[src/ltf_pkg.sv]
// shared constants for the logic trigger recogniser
package ltf_pkg;
   localparam int LTF_NCH = 4;
   // register offsets (byte addresses)
   localparam logic [7:0] LTF_ADR_CTRL = 8'h00;
   localparam logic [7:0] LTF_ADR_TERMA = 8'h04;
   localparam logic [7:0] LTF_ADR_TERMB = 8'h08;
   localparam logic [7:0] LTF_ADR_FILT = 8'h0C;
   localparam logic [7:0] LTF_ADR_LEVEL = 8'h10;
   localparam logic [7:0] LTF_ADR_CMD = 8'h14;
   localparam logic [7:0] LTF_ADR_STAT = 8'h18;
   localparam logic [7:0] LTF_ADR_IND = 8'h1C;
   // ctrl fields
   localparam int LTF_CTRL_PROGRAM_SELECT = 0;
   localparam int LTF_CTRL_SEQ = 1;
   localparam int LTF_CTRL_BEN = 2;
   localparam int LTF_CTRL_SELB = 3;
   // term fields: [3:0] member, [4] invert, [5] edge
   localparam int LTF_TERM_INV = 4;
   localparam int LTF_TERM_EDGE = 5;
   // command register bits (write-one pulses)
   localparam int LTF_CMD_CLEAR = 0;
   localparam int LTF_CMD_NOT = 1;
   localparam int LTF_CMD_EDGE = 2;
   localparam int LTF_CMD_PRESET = 3;
   localparam int LTF_CMD_CH0 = 4;
   // switching level in millivolts, deflection in volts per division
   localparam logic [15:0] LTF_LEVEL_DEFAULT_MV = 16'h0578;
   localparam logic [7:0] LTF_DEFL_DEFAULT_V = 8'h05;
   localparam logic [15:0] LTF_FILT_RESET = 16'h0000;
   // indicator flash half period
   localparam int LTF_FLASH_MS = 250;
   localparam int LTF_CLK_MHZ = 250;
   localparam int LTF_FLASH_CYC = LTF_FLASH_MS * 1000 * LTF_CLK_MHZ;
   localparam logic [31:0] LTF_UNMAPPED = 32'h0000_0000;
endpackage

[src/ltf_filter.sv]
// minimum pulse width filter
`timescale 1ns/100ps
module ltf_filter
   import ltf_pkg::*;
(
   input wire logic clk,
   input wire logic rst_n,
   input wire logic [15:0] min_cyc,
   input wire logic trig_in,
   output logic trig_out
);
   logic [15:0] cnt_q;
   logic [15:0] cnt_d;
   assign cnt_d = !trig_in ? 16'h0000 : (cnt_q == 16'hFFFF ? cnt_q : cnt_q + 16'h0001);
   always_ff @(posedge clk or negedge rst_n) begin
      if (!rst_n) begin
         cnt_q <= 16'h0000;
      end else begin
         cnt_q <= cnt_d;
      end
   end
   // zero width is the off position; pass once wider than min_cyc
   assign trig_out = (min_cyc == 16'h0000) ? trig_in : (trig_in && cnt_q >= min_cyc);
endmodule // ltf_filter

[src/ltf_term.sv]
// one A or B term: AND of member channels, inversion, edge qualification
`timescale 1ns/100ps
module ltf_term
   import ltf_pkg::*;
(
   input wire logic clk,
   input wire logic rst_n,
   input wire logic [LTF_NCH-1:0] high_in,
   input wire logic [LTF_NCH-1:0] member,
   input wire logic invert,
   input wire logic edge_en,
   output logic term_out
);
   logic [LTF_NCH-1:0] in_prev_q;
   logic now_w;
   logic before_w;
   // an inverted term wants every member low, so one member gives its falling edge
   function automatic logic term_level(input logic [LTF_NCH-1:0] lvl, input logic [LTF_NCH-1:0] mem,
                                       input logic inv);
      logic [LTF_NCH-1:0] act;
      act = inv ? ~lvl : lvl;
      return (mem != 4'h0) && ((act & mem) == mem);
   endfunction
   // and across members
   assign now_w = term_level(high_in, member, invert);
   // last inputs judged with today's settings, so rewriting a term makes no false edge
   assign before_w = term_level(in_prev_q, member, invert);
   always_ff @(posedge clk or negedge rst_n) begin
      if (!rst_n) begin
         in_prev_q <= 4'h0;
      end else begin
         in_prev_q <= high_in;
      end
   end
   // one-cycle pulse at the rising transition; single channel falling
   assign term_out = edge_en ? (now_w & ~before_w) : now_w;
endmodule // ltf_term

[src/ltf_top.sv]
// logic trigger recogniser with wishbone register access
// How it works
// the trigger is high only while every channel in the AND term meets its active level together.
// a red channel term is active when the input is above the switching level.
// edge mode on a term makes that term's channel indicators flash; the indicators here show term A only.
// edge mode on a plain term gives a one-cycle pulse at the rising transition.
// invert plus edge gives the pulse at the falling transition.
// invert and edge each toggle per press, and two presses undo one.
// no trigger leaves the block while the programmed condition is false.
// invert, edge and one channel together mean that channel's falling edge.
// without sequencing the trigger follows term B alone; here that needs the B enable bit, and with it clear the trigger follows term A.
// sequenced mode fires on B's first leading edge after A, then re-arms.
// the filter drops pulses narrower than its setting, and zero turns it off.
// a channel whose level is under the switching level is not seen high.
// the logic family preset restores 1.4 V switching level and 5 V per division.
// the program lamp is green in trigger programming mode, where buttons edit terms.
// a green channel term is active when the input is below the switching level.
// clear removes all channel terms and turns all trigger indicators off.
// the filter width is a minimum count of clock cycles.
`timescale 1ns/100ps
module ltf_top
   import ltf_pkg::*;
(
   input wire logic CLK,
   input wire logic RESETN,
   input wire logic [LTF_NCH-1:0] INPUT_ABOVE_LEVEL,
   input wire logic WB_CYC_I,
   input wire logic WB_STB_I,
   input wire logic WB_WE_I,
   input wire logic [7:0] WB_ADR_I,
   input wire logic [3:0] WB_SEL_I,
   input wire logic [31:0] WB_DAT_I,
   output logic [31:0] WB_DAT_O,
   output logic WB_ACK_O,
   output logic TRIGGER_OUT,
   output logic TRIGGER_MONITOR_TRACE,
   output logic PROGRAM_SELECT_GREEN,
   output logic [LTF_NCH-1:0] IND_RED,
   output logic [LTF_NCH-1:0] IND_GREEN,
   output logic [15:0] SWITCHING_LEVEL_MV,
   output logic [7:0] DEFLECTION_V
);
   logic [3:0] ctrl_q;
   logic [3:0] ctrl_d;
   logic [5:0] terma_q;
   logic [5:0] terma_d;
   logic [5:0] termb_q;
   logic [5:0] termb_d;
   logic [15:0] filt_q;
   logic [15:0] filt_d;
   logic [15:0] level_q;
   logic [15:0] level_d;
   logic [7:0] defl_q;
   logic [7:0] defl_d;
   logic armed_q;
   logic armed_d;
   logic b_prev_q;
   logic ack_q;
   logic [31:0] dat_q;
   logic [31:0] rdata_w;
   logic trig_q;
   logic [LTF_NCH-1:0] red_q;
   logic [LTF_NCH-1:0] green_q;
   logic [27:0] flash_cnt_q;
   logic flash_q;
   logic req_w;
   logic wr_w;
   logic term_a_w;
   logic term_b_w;
   logic raw_trig_w;
   logic filt_trig_w;
   logic [5:0] edit_w;
   logic [5:0] edited_w;
   logic [7:0] cmd_w;
   logic cmd_wr_w;
   logic [LTF_NCH-1:0] red_d;
   logic [LTF_NCH-1:0] green_d;
   logic hit_ctrl_w;
   logic hit_terma_w;
   logic hit_termb_w;
   logic hit_filt_w;
   logic hit_level_w;
   logic hit_cmd_w;
   logic hit_stat_w;
   logic hit_ind_w;
   logic cmd_clear_w;
   logic cmd_not_w;
   logic cmd_edge_w;
   logic cmd_preset_w;
   logic [LTF_NCH-1:0] cmd_chan_w;
   logic fire_w;
   logic flash_wrap_w;

   // byte-lane merge of a write into a 32-bit field
   function automatic logic [31:0] wmerge(input logic [31:0] old, input logic [31:0] nw, input logic [3:0] sel);
      logic [31:0] r;
      r = old;
      for (int i = 0; i < 4; i++) begin
         if (sel[i]) begin
            r[i*8 +: 8] = nw[i*8 +: 8];
         end
      end
      return r;
   endfunction

   function automatic logic hit(input logic [7:0] adr, input logic [7:0] reg_adr);
      return adr == reg_adr;
   endfunction

   // one decode per register, shared by the write path and the read mux
   assign hit_ctrl_w = hit(WB_ADR_I, LTF_ADR_CTRL);
   assign hit_terma_w = hit(WB_ADR_I, LTF_ADR_TERMA);
   assign hit_termb_w = hit(WB_ADR_I, LTF_ADR_TERMB);
   assign hit_filt_w = hit(WB_ADR_I, LTF_ADR_FILT);
   assign hit_level_w = hit(WB_ADR_I, LTF_ADR_LEVEL);
   assign hit_cmd_w = hit(WB_ADR_I, LTF_ADR_CMD);
   assign hit_stat_w = hit(WB_ADR_I, LTF_ADR_STAT);
   assign hit_ind_w = hit(WB_ADR_I, LTF_ADR_IND);

   assign req_w = WB_CYC_I && WB_STB_I && !ack_q;
   // writes land at the edge where the master sees ack, not one edge earlier
   assign wr_w = WB_CYC_I && WB_STB_I && ack_q && WB_WE_I;
   assign cmd_wr_w = wr_w && hit_cmd_w && WB_SEL_I[0];
   assign cmd_w = cmd_wr_w ? WB_DAT_I[7:0] : 8'h00;
   assign cmd_clear_w = cmd_w[LTF_CMD_CLEAR];
   assign cmd_not_w = cmd_w[LTF_CMD_NOT];
   assign cmd_edge_w = cmd_w[LTF_CMD_EDGE];
   assign cmd_preset_w = cmd_w[LTF_CMD_PRESET];
   assign cmd_chan_w = cmd_w[LTF_CMD_CH0 +: LTF_NCH];

   // button commands edit the selected term only in programming mode
   assign edit_w = ctrl_q[LTF_CTRL_SELB] ? termb_q : terma_q;
   // each press toggles invert or edge
   assign edited_w = {edit_w[LTF_TERM_EDGE] ^ cmd_edge_w,
                      edit_w[LTF_TERM_INV] ^ cmd_not_w,
                      edit_w[3:0] | cmd_chan_w};

   always_comb begin
      ctrl_d = ctrl_q;
      terma_d = terma_q;
      termb_d = termb_q;
      filt_d = filt_q;
      level_d = level_q;
      defl_d = defl_q;
      if (wr_w && hit_ctrl_w) begin
         ctrl_d = 4'(wmerge({28'h0, ctrl_q}, WB_DAT_I, WB_SEL_I));
      end
      if (wr_w && hit_terma_w) begin
         terma_d = 6'(wmerge({26'h0, terma_q}, WB_DAT_I, WB_SEL_I));
      end
      if (wr_w && hit_termb_w) begin
         termb_d = 6'(wmerge({26'h0, termb_q}, WB_DAT_I, WB_SEL_I));
      end
      if (wr_w && hit_filt_w) begin
         filt_d = 16'(wmerge({16'h0, filt_q}, WB_DAT_I, WB_SEL_I));
      end
      if (wr_w && hit_level_w) begin
         level_d = 16'(wmerge({16'h0, level_q}, WB_DAT_I, WB_SEL_I));
         defl_d = 8'(wmerge({8'h00, defl_q, level_q}, WB_DAT_I, WB_SEL_I) >> 16);
      end
      if (ctrl_q[LTF_CTRL_PROGRAM_SELECT] && cmd_wr_w) begin
         if (ctrl_q[LTF_CTRL_SELB]) begin
            termb_d = edited_w;
         end else begin
            terma_d = edited_w;
         end
      end
      // clear drops every term
      if (ctrl_q[LTF_CTRL_PROGRAM_SELECT] && cmd_clear_w) begin
         terma_d = 6'h00;
         termb_d = 6'h00;
      end
      // preset restores level and deflection
      if (cmd_preset_w) begin
         level_d = LTF_LEVEL_DEFAULT_MV;
         defl_d = LTF_DEFL_DEFAULT_V;
      end
   end

   always_ff @(posedge CLK or negedge RESETN) begin
      if (!RESETN) begin
         ctrl_q <= 4'h0;
         terma_q <= 6'h00;
         termb_q <= 6'h00;
         filt_q <= LTF_FILT_RESET;
         level_q <= LTF_LEVEL_DEFAULT_MV;
         defl_q <= LTF_DEFL_DEFAULT_V;
      end else begin
         ctrl_q <= ctrl_d;
         terma_q <= terma_d;
         termb_q <= termb_d;
         filt_q <= filt_d;
         level_q <= level_d;
         defl_q <= defl_d;
      end
   end

   // the comparator result arrives as INPUT_ABOVE_LEVEL; invert selects below
   ltf_term u_term_a (
      .clk(CLK),
      .rst_n(RESETN),
      .high_in(INPUT_ABOVE_LEVEL),
      .member(terma_q[3:0]),
      .invert(terma_q[LTF_TERM_INV]),
      .edge_en(terma_q[LTF_TERM_EDGE]),
      .term_out(term_a_w)
   );

   ltf_term u_term_b (
      .clk(CLK),
      .rst_n(RESETN),
      .high_in(INPUT_ABOVE_LEVEL),
      .member(termb_q[3:0]),
      .invert(termb_q[LTF_TERM_INV]),
      .edge_en(termb_q[LTF_TERM_EDGE]),
      .term_out(term_b_w)
   );

   // arm on A, fire on B's leading edge, then disarm; firing beats a fresh A
   assign fire_w = term_b_w && !b_prev_q && armed_q;
   assign armed_d = fire_w ? 1'b0 : (armed_q | term_a_w);
   always_ff @(posedge CLK or negedge RESETN) begin
      if (!RESETN) begin
         armed_q <= 1'b0;
         b_prev_q <= 1'b0;
      end else begin
         armed_q <= ctrl_q[LTF_CTRL_SEQ] ? armed_d : 1'b0;
         b_prev_q <= term_b_w;
      end
   end

   // term A when B is disabled, plain B when enabled and unsequenced; nothing when no term matches
   assign raw_trig_w = !ctrl_q[LTF_CTRL_BEN] ? term_a_w :
                       ctrl_q[LTF_CTRL_SEQ] ? fire_w : term_b_w;

   ltf_filter u_filter (
      .clk(CLK),
      .rst_n(RESETN),
      .min_cyc(filt_q),
      .trig_in(raw_trig_w),
      .trig_out(filt_trig_w)
   );

   // flash clock for edge-mode indicators; a quarter-second half period is far beyond a short test
   assign flash_wrap_w = flash_cnt_q == 28'(LTF_FLASH_CYC - 1);
   always_ff @(posedge CLK or negedge RESETN) begin
      if (!RESETN) begin
         flash_cnt_q <= 28'h0000000;
         flash_q <= 1'b0;
      end else if (flash_wrap_w) begin
         flash_cnt_q <= 28'h0000000;
         flash_q <= !flash_q;
      end else begin
         flash_cnt_q <= flash_cnt_q + 28'h0000001;
      end
   end

   // indicators of term A members: red high, green low, dark when not a member
   generate
      for (genvar c = 0; c < LTF_NCH; c++) begin : g_ind
         logic on_w;
         assign on_w = terma_q[c] && !(terma_q[LTF_TERM_EDGE] && flash_q);
         assign red_d[c] = on_w && !terma_q[LTF_TERM_INV];
         assign green_d[c] = on_w && terma_q[LTF_TERM_INV];
      end
   endgenerate

   assign rdata_w = hit_ctrl_w ? {28'h0, ctrl_q} :
                    hit_terma_w ? {26'h0, terma_q} :
                    hit_termb_w ? {26'h0, termb_q} :
                    hit_filt_w ? {16'h0, filt_q} :
                    hit_level_w ? {8'h0, defl_q, level_q} :
                    hit_stat_w ? {28'h0, armed_q, term_b_w, term_a_w, trig_q} :
                    hit_ind_w ? {24'h0, green_q, red_q} : LTF_UNMAPPED;

   // read data is caught at the taking edge and shown alongside ack
   always_ff @(posedge CLK or negedge RESETN) begin
      if (!RESETN) begin
         ack_q <= 1'b0;
         dat_q <= 32'h0000_0000;
         trig_q <= 1'b0;
         red_q <= 4'h0;
         green_q <= 4'h0;
      end else begin
         ack_q <= req_w;
         dat_q <= req_w ? rdata_w : dat_q;
         trig_q <= filt_trig_w;
         red_q <= red_d;
         green_q <= green_d;
      end
   end

   assign WB_ACK_O = ack_q;
   assign WB_DAT_O = dat_q;
   assign TRIGGER_OUT = trig_q;
   // the monitor trace mirrors exactly what the time base receives
   assign TRIGGER_MONITOR_TRACE = trig_q;
   assign PROGRAM_SELECT_GREEN = ctrl_q[LTF_CTRL_PROGRAM_SELECT];
   assign IND_RED = red_q;
   assign IND_GREEN = green_q;
   assign SWITCHING_LEVEL_MV = level_q;
   assign DEFLECTION_V = defl_q;
endmodule // ltf_top

[config.mk]
export PLATFORM = sky130hd
export DESIGN_NAME = ltf_top
export DESIGN_NICKNAME = d
export VERILOG_FILES = /design/src/ltf_pkg.sv /design/src/ltf_filter.sv /design/src/ltf_term.sv /design/src/ltf_top.sv
export SDC_FILE = /design/constraint.sdc
export NUM_CORES = 1
export LEC_CHECK = 0
export ABC_AREA = 1
export ABC_CLOCK_PERIOD_IN_PS = 2560
export CAP_MARGIN = 20
export CORE_MARGIN = 10
export CORE_UTILIZATION = 60
export DETAILED_ROUTE_END_ITERATION = 8
export DONT_BUFFER_PORTS = 1
export GPL_ROUTABILITY_DRIVEN = 0
export PLACE_DENSITY = 0.76
export SLEW_MARGIN = 40
export SYNTH_ARGS = -nofsm -noshare
export SYNTH_HDL_FRONTEND = slang
export SYNTH_SLANG_ARGS = --single-unit
[constraint.sdc]
create_clock -name CLK -period 2.56 [get_ports CLK]
set_input_delay 0.256 -clock CLK [delete_from_list [all_inputs] [get_ports CLK]]
set_output_delay 0.256 -clock CLK [all_outputs]
set_load 0.01 [all_outputs]
* After elaboration in Yosys (flattened, before gate mapping)
Index checks and enable logic that the tools add are counted.
Storage, ports and cells: word-level logic and storage cells 142, flip-flop bits (word level) 149, output and inout bits 68, bits of input ports 53
Operators by class: $lt $le $gt $ge 1, reductions and logical operators 52, equal/unequal tests 14, bitwise logic cells 14, add/subtract/negate cells 2, muxes and demuxes 40
Operator list (count):
- 24-bit two-way mux | 5
- 6-bit two-way mux | 11
- 16-bit two-way mux | 4
- 8-bit two-way mux | 8
- 1-bit logical AND | 33
- 8-bit by 5-bit equality test with 1-bit output, second input constant | 4
- 28-bit by 1-bit adder with 28-bit output, second input constant | 1
- 28-bit by 26-bit equality test with 1-bit output, second input constant | 1
- 28-bit two-way mux | 1
- 16-bit by 1-bit adder with 16-bit output, second input constant | 1
- 4-bit AND | 4
- 16-bit equality test, second input constant | 1
- 4-bit equality test | 4
- 8-bit by 4-bit equality test with 1-bit output, second input constant | 2
- 16-bit greater-or-equal comparator | 1
- 16-bit logical NOT | 1
- 4-bit two-way mux | 4
- 2-bit AND reduction | 6
- 8-bit by 3-bit equality test with 1-bit output, second input constant | 1
- 8-bit logical NOT | 1
- 4-bit inverter | 2
- 2-bit nonzero test | 4
- 4-bit nonzero test | 2
- 1-bit two-way mux | 7
- 7 further kinds | 14

* Longest topological paths before layout
Gate-level depths: netlist (run 1).
word-level depth 14, depth in mapped cells 14, gate-level depth less buffers 13

* Hierarchy
A second synthesis (run 1) with hierarchy kept.
Second synthesis, totals: cell total of the unflattened synthesis 1097, area total of the unflattened synthesis 8170.3 um^2
Modules (own cells, without submodules):
- ltf_top | times used 1, sequential area each 3037.9 um^2, area each 6198.4 um^2, cells an instance 791
- ltf_filter | times used 1, sequential area each 400.4 um^2, area each 1406.3 um^2, cells an instance 208
- ltf_term | times used 2, sequential area each 100.1 um^2, area each 282.8 um^2, cells an instance 49

* Worst setup path after synthesis (run 1)
Ideal clock, no wire load.
kind reg2reg, start register flash_cnt_q[0], end register flash_cnt_q[24], setup time 0.128 ns, setup slack 0.896 ns, path buffers 0, clock period less this slack 1.664 ns, data arrival time 1.535 ns, stages on the path, launching flop included 11, required time 2.432 ns, path through dfrtp_1 -> ha_1 -> nand2_1 -> nor2_4 -> nand2_1 -> nor2_4 -> inv_1 -> nor2_2 -> nand4_1 -> xor2_1 -> nor2_1
On the way: cells in the longest elaborated chain, start to end 2, elaborated cells on any way between the ends 3, those cells by class add/sub (1); eq/ne (1); mux (1)
Ends and longest elaborated chain:
- start, declared | RTL line ltf_top.sv:64 | logic [27:0] flash_cnt_q;
- start signal, assigned | RTL line ltf_top.sv:254 | flash_cnt_q <= flash_cnt_q + 28'h0000001;
- 28-bit by 1-bit adder with 28-bit output or 28-bit by 26-bit equality test with 1-bit output (tied branches) | RTL line ltf_top.sv:254, ltf_top.sv:245
- 28-bit two-way mux * | RTL line ltf_top.sv:250 | end else if (flash_wrap_w) begin
Mark *: on every way between the ends. The rest lies on a longest branch, timed or not. A chain may end at the register's enable or synchronous reset.

* Worst setup path in the final report (run 1)
start register terma_q[4], end register u_filter.cnt_q[6]
On the way: cells in the longest elaborated chain, start to end 9, elaborated cells on any way between the ends 14, those cells by class eq/ne (3); mux (5); bitwise (4); reduce/logical (2)
Ends and longest elaborated chain:
- start, declared | RTL line ltf_top.sv:45 | logic [5:0] terma_q;
- start signal, assigned | RTL line ltf_top.sv:190 | terma_q <= terma_d;
- 4-bit two-way mux | RTL line ltf_term.sv:21 | act = inv ? ~lvl : lvl;
- 4-bit AND | RTL line ltf_term.sv:22 | return (mem != 4'h0) && ((act & mem) == mem);
- 4-bit equality test | RTL line ltf_term.sv:22
- 1-bit logical AND | RTL line ltf_term.sv:22
- 1-bit inverter | RTL line ltf_term.sv:36 | assign term_out = edge_en ? (now_w & ~before_w) : now_w;
- 1-bit AND | RTL line ltf_term.sv:36
- 1-bit two-way mux * | RTL line ltf_term.sv:36
- 1-bit two-way mux * | RTL line ltf_top.sv:233 | assign raw_trig_w = !ctrl_q[LTF_CTRL_BEN] ? term_a_w :
- 2-bit inequality test (no line) or 16-bit two-way mux (tied branches)
- end signal, assigned | RTL line ltf_filter.sv:19 | cnt_q <= cnt_d;
- end, declared | RTL line ltf_filter.sv:12 | logic [15:0] cnt_q;
Marked as above.

==> flow_metrics.py, run 1 <==
metrics = {
    "power": {
        "seqPwrFrac": 0.439,
        "pwr-share-comb": 0.019,
        "total_power_w": 0.005119,
        "p_sw_w": 0.001041,
        "p_int_w": 0.004078,
        "p_per_area_mw_per_mm2": 588.0,
        "p_sw_frac": 0.2034,
        "irDropWorstVdd_uv": 529.3,
        "clock_power_share": 0.542,
        "power_leakage_nw": 4.107,
    },
    "worst_setup_path": {
        "reg2reg_to": "u_filter.cnt_q[6]",
        "r2r-start": "terma_q[4]",
        "cp-startpoint": "terma_q[4]",
        "required_ns": 2.92,
        "max_stage_delay_ns": 0.69,
        "cp_common_cell": "nand2_1",
        "slowest_stage": "dfrtp_1",
        "worstPathMaxFanout": 17,
        "critPathLaunchType": "register",
        "cp_cell_sequence": "inv_2 -> nand2_1 -> nand3_1 -> nand2_1 -> nor2_1 -> nand2_1 -> and2_1 -> nand2_1 -> nand2_1 -> inv_1 -> nor3_1",
        "rr_worst_depth": 11,
        "reg2reg_slack_ns": 0.31,
        "cp.arrival_ns": 2.61,
        "end_kind": "register",
        "worst-setup-path-type": "register to register",
    },
    "place": {
        "portBuffers": 0,
        "dp_cells": 1145,
        "dp_hpwl_um": 14690,
    },
    "yosys": {
        "synth_area_mm2": 0.007785,
        "synth.distinct_cells": 49,
        "synth.top_cells.by_count": "nand2_1 (231), inv_1 (135), dfrtp_1 (133)",
        "synthArstFlopShare": 1.000,
        "synthFlopType": "dfrtp_1",
        "yosysMostFrequentCell": "nand2_1",
        "synth_warnings": 0,
        "synth_top_area_cell": "dfrtp_1",
        "synth_edf_count": 0,
        "netlist.area_leader.share": 0.4275,
        "synthCells": 992,
        "ys_top_cells_by_area": "dfrtp_1 (43%), nand2_1 (11%), inv_1 (6.5%)",
        "post_synth.cell_area_avg_um2": 7.848,
        "ys_seq_area_frac": 0.4545,
        "ys_ff_latch": 141,
    },
    "cells_and_area": {
        "syn_to_final_growth_pct": 11.83,
        "final_cells": 1195,
        "drive_above_1_share": 0.07722,
        "post-route-util": 0.6871,
        "num-nets-final": 1081,
        "antennaDiodeCount": 0,
    },
    "timing": {
        "worst_slew_pin_slew_ns": 0.5525,
        "tns_ns": 0,
        "holdWs_ns": -0.4873,
        "relSlewSlack": 0.6317,
        "max_freq_mhz": 443.6,
        "final_max_slew_viol_count": 0,
        "hold_viol_final": 142,
        "finalSetupViolCount": 0,
        "grt_setup_unrepaired": "no",
        "finClkSkew_ns": 0.008927,
        "fin_crit_ns": 2.254,
        "finalCritPeriodShare": 0.8806,
    },
    "clock_network": {
        "ctsResizeCount": 0,
        "cts.path.max_buffers": 2,
        "htreeDepth": 4,
        "numCtsBuffers": 17,
        "clock_sinks": 141,
        "post_cts.repair.setup_buffers": 0,
        "root_buffer": "clkbuf_16",
        "cts_hold_buf": 18,
        "clock_latency_ns": 0.44,
        "path_clk_slew_ns": 0.06,
        "cts_tree": "done",
    },
    "floorplanning": {
        "coreArea_mm2": 0.01267,
        "io_pins": 121,
        "die_y_um": 133.9,
        "die-width_um": 133.9,
        "start_util": 0.6144,
        "die_area_mm2": 0.01793,
        "std_cell_rows": 41,
    },
    "routing": {
        "post_drt_wl_per_cell_um": 17.33,
        "drt_wl_total_um": 20710,
        "drtPass1Iterations": 5,
        "post_drt_via_cell_ratio": 5.703,
        "wl_met3_um": 1774,
        "m1WireLength_um": 8531,
        "antenna_left": 0,
        "drt_iter0_drc": 673,
        "vias": 6815,
        "top_layer": "met4",
        "drc": 0,
        "wl_met2_um": 9993,
    },
    "grt": {
        "grt_pass1_vias": 6615,
        "grt_max_degree": 142,
        "grt_remaining_overflow": 0,
        "grt_util_all_layers": 0.2341,
        "grt_pass1_wl_um": 33890,
        "antenna_found_initial": 0,
    },
    "run": {
        "maxCapViolations": 0,
    },
    "hold_path": {
        "hold_path_class": "input port to asynchronous set/reset pin",
    },
    "status": {
        "status": "finished, violations left",
        "violations": "negative hold slack",
    },
}
## sequential cells by signal (all words and copies together), names as in the netlist, 4 cells and up
signal              count
DEFLECTION_V            8
IND_GREEN               4
IND_RED                 4
SWITCHING_LEVEL_MV     16
WB_DAT_O               24
ctrl_q                  4
filt_q                 16
flash_cnt_q            28
terma_q                 6
termb_q                 6
u_filter.cnt_q         16
u_term_b.in_prev_q      4
## cell usage in the layout (no fill, tap or decap), drive strengths merged, types with 20 or more instances in the layout
cell	netlist	final
clkbuf	9	22
nor2	92	92
a21oi	47	47
nand3	62	62
dfrtp	133	133
inv	139	139
nand2	237	237
nor3	33	33
nand4	20	20
o21ai	92	92
## power by group through the flow
stage | Combinational (W) | Clock (W) | Sequential [W]
after detailed placement | 0.0000747 | 0 | 0.00229
final | 0.0000961 | 0.00277 | 0.00225
after floorplan | 0.0000644 | 0 | 0.00229
after global placement | 0.0000731 | 0 | 0.00229
after CTS | 0.0000946 | 0.00278 | 0.00225
after global routing | 0.000106 | 0.00288 | 0.00225
## worst max path at each step
stage                    endpoint  slack [ns]  cells past startpoint
2_1_floorplan     flash_cnt_q[24]        0.90                     10
4_1_cts         u_filter.cnt_q[6]        0.32                     11
3_5_place_dp   u_filter.cnt_q[15]        0.35                     11
3_3_place_gp    u_filter.cnt_q[6]        0.42                     11
6_report        u_filter.cnt_q[6]        0.31                     11
5_1_grt        u_filter.cnt_q[15]        0.12                     11
## through the flow
step,area (um2),worst slack (ns)
2_1_floorplan,7811,0.8962
3_3_place_gp,7864,0.4162
3_5_place_dp,7864,0.3533
4_1_cts,8706,0.3240
5_1_grt,8706,0.1183
6_report,8706,0.3058
## layer usage
layer / up-vias / GRT usage
li1: 3281 / -
met1: 3247 / 0.2951
met2: 252 / 0.3756
met3: 35 / 0.06721
met4: 0 / 0.08464
met5: - / 0
## layout make-up
cell class	count	area, um2
Timing Repair Buffer	21	202.7
Tap cell	172	215.2
Inverter	140	525.5
Multi-Input combinational cell	689	3562
Sequential cell	141	3538
Clock inverter	10	187.7
Clock buffer	22	474.2
Fill cell	1044	3965
## logic make-up (layout without fill, tap and decap cells)
family          count (synthesis)  count (layout)  share of synthesized area
buf+inv                       169             193                    0.09129
xor+xnor                       23              23                    0.02588
mux                             1               1                   0.001286
compound gates                173             173                     0.1231
flops                         141             141                     0.4545
simple gates                  466             466                     0.2745
fa+ha+maj                      18              18                    0.02893
other cells                     1               8                  0.0004817
## critical path, delay by kind of cell, from the launching register on
kind / cells / cell delay, ns
buffers and inverters: 2 / 0.44
AND/OR/NAND/NOR: 9 / 1.05
flip-flops: 1 / 0.69
No activity file was read; power rests on OpenSTA's default activity.
==> inputs of run 2 (changes only) <==
--- a/config.mk
+++ b/config.mk
@@ -17,4 +17,5 @@
 export SLEW_MARGIN = 40
 export SYNTH_ARGS = -nofsm -noshare
 export SYNTH_HDL_FRONTEND = slang
+export SYNTH_HIERARCHICAL = 1
 export SYNTH_SLANG_ARGS = --single-unit
==> flow_metrics.py, run 2 <==
metrics = {
    "yosys": {
        "post_synth.cell_area_avg_um2": 7.448,
        "synth_warnings": 6,
        "synth_area_mm2": 0.008170,
        "ys_top_cells_by_area": "dfrtp_1 (42%), nand2_1 (15%), inv_1 (7.2%)",
        "yosysMostFrequentCell": "nand2_1",
        "synth_edf_count": 0,
        "synth.distinct_cells": 45,
        "synthCells": 1097,
        "netlist.area_leader.share": 0.4196,
        "ys_ff_latch": 145,
        "synth_top_area_cell": "dfrtp_1",
        "synthFlopType": "dfrtp_1",
        "synth.top_cells.by_count": "nand2_1 (326), inv_1 (157), dfrtp_1 (137)",
        "ys_seq_area_frac": 0.4453,
        "synthArstFlopShare": 1.000,
    },
    "worst_setup_path": {
        "cp_num_buf_inv": 3,
        "critPathTopFamily": "simple AND/OR/NAND/NOR gates",
        "end_kind": "register",
        "cp-startpoint": "WB_ACK_O",
        "worstPathMaxFanout": 12,
        "slowest_stage": "dlygate4sd3_1",
        "cp.arrival_ns": 2.75,
        "worst-setup-path-type": "register to register",
        "cp_cell_sequence": "nand2_1 -> nor2_2 -> nand2_1 -> inv_2 -> nand2_4 -> inv_2 -> nand2_2 -> nand2_2 -> nand2_2 -> nor2_1 -> nor2_1 -> dlygate4sd3_1",
        "critPathLaunchType": "register",
        "r2r-start": "WB_ACK_O",
        "required_ns": 2.91,
        "cp_common_cell": "nand2_2",
        "max_stage_delay_ns": 0.55,
    },
    "floorplanning": {
        "io_pins": 121,
        "start_util": 0.6145,
        "die-width_um": 136.7,
        "std_cell_rows": 42,
        "coreArea_mm2": 0.01330,
        "die_y_um": 136.7,
        "die_area_mm2": 0.01868,
    },
    "timing": {
        "holdWs_ns": -0.4857,
        "grt_setup_unrepaired": "no",
        "finClkSkew_ns": 0.006983,
        "final_max_slew_viol_count": 0,
        "hold_viol_final": 145,
        "max_freq_mhz": 416.9,
        "relSlewSlack": 0.6232,
        "tns_ns": 0,
        "fin_crit_ns": 2.399,
        "finalCritPeriodShare": 0.9370,
        "worst_slew_pin_slew_ns": 0.5644,
        "finalSetupViolCount": 0,
        "layout_setup_ws_ns": 0.1612,
    },
    "power": {
        "power_leakage_nw": 4.754,
        "p_per_area_mw_per_mm2": 529.7,
        "irDropWorstVdd_uv": 389.1,
    },
    "cells_and_area": {
        "final_cells": 1314,
        "syn_to_final_growth_pct": 11.78,
        "layout_commonest_cell": "nand2_1",
        "antennaDiodeCount": 0,
        "top_register": "flash_cnt_q",
        "largest_reg_flops": 28,
        "num-nets-final": 1196,
        "layout_common_cells": "nand2_1 (326), inv_1 (156), dfrtp_1 (137)",
        "drive_above_1_share": 0.08875,
    },
    "clock_network": {
        "htreeDepth": 4,
        "cts.path.max_buffers": 2,
        "cts_tree": "done",
        "clock_sinks": 145,
        "cts_hold_buf": 26,
        "path_clk_slew_ns": 0.06,
        "numCtsBuffers": 17,
        "post_cts.repair.setup_buffers": 0,
        "clock_latency_ns": 0.43,
        "root_buffer": "clkbuf_16",
    },
    "place": {
        "place_ws_ns": 0.1168,
        "dp_hpwl_um": 15160,
        "dp_cells": 1256,
        "portBuffers": 0,
    },
    "routing": {
        "post_drt_wl_per_cell_um": 16.00,
        "drt_wl_total_um": 21030,
        "vias": 7218,
        "post_drt_via_cell_ratio": 5.493,
        "antenna_left": 0,
        "drc": 0,
        "drtPass1Iterations": 5,
        "drt_iter0_drc": 646,
    },
    "hold_path": {
        "hold_path_class": "input port to asynchronous set/reset pin",
    },
    "grt": {
        "grt_remaining_overflow": 0,
        "grt_pass1_wl_um": 33950,
        "grt_max_degree": 146,
        "grt_pass1_vias": 6768,
        "antenna_found_initial": 0,
        "grt_util_all_layers": 0.2273,
    },
    "run": {
        "maxCapViolations": 0,
    },
    "status": {
        "violations": "negative hold slack",
        "status": "finished, violations left",
    },
}
run 2: cell families (layout without fill, tap and decap cells):
| group | after synthesis | in the layout | synth area share |
|---|---|---|---|
| buffers and inverters | 197 | 231 | 0.09923 |
| muxes | 2 | 2 | 0.002756 |
| other | 1 | 8 | 0.0004590 |
| AOI/OAI and AO/OA | 117 | 117 | 0.08055 |
| DFF | 145 | 145 | 0.4453 |
| and+or+nand+nor | 593 | 593 | 0.3184 |
| xor gates and xnor gates | 24 | 24 | 0.02573 |
| adders and majority gates | 18 | 18 | 0.02757 |
run 2: metrics by stage:
stage	total power, W	utilization	cell area (um2)
CTS	0.004864	0.6861	9121
global route	0.004980	0.6869	9133
finish	0.004838	0.6869	9133
global placement	0.002464	0.6238	8294
detailed placement	0.002466	0.6238	8294
floorplan	0.002450	-	8197
run 2: path summary, 6_finish.rpt:
path,end,slack [ns],cells past startpoint
max,SWITCHING_LEVEL_MV[3],0.16,12
min,DEFLECTION_V[1],-0.49,0
max reg2reg,SWITCHING_LEVEL_MV[3],0.16,12
min reg2reg,u_filter/cnt_q[10],0.49,1
max in group asynchronous,u_filter/cnt_q[1],2.81,0
min in group CLK,filt_q[11],0.01,2
run 2: what timing repair did:
| action | CTS | global route |
|---|---|---|
| endpoints found under the setup margin | 0 | 11 |
| resized for setup | 0 | 2 |
| endpoints found under the hold margin | 172 | 145 |
run 2: area by class of cell:
class	instances	area, um2
timing repair buffer	33	325.3
multi-input combinational	762	3759
inverter	166	623.1
fill	1081	4163
sequential	145	3638
tap	176	220.2
clock buffer	20	456.7
clock inverter	12	110.1
run 2: power by group:
group          switching [W]  internal (W)
registers          0.0000136       0.00231
clock network       0.000991       0.00139
logic              0.0000857     0.0000520
total                0.00109       0.00375
run 2: metal layers:
layer	global-route usage	share of wire
met5	0	0
met4	0.08166	0.021
met1	0.2773	0.40
met2	0.3726	0.48
met3	0.06891	0.10
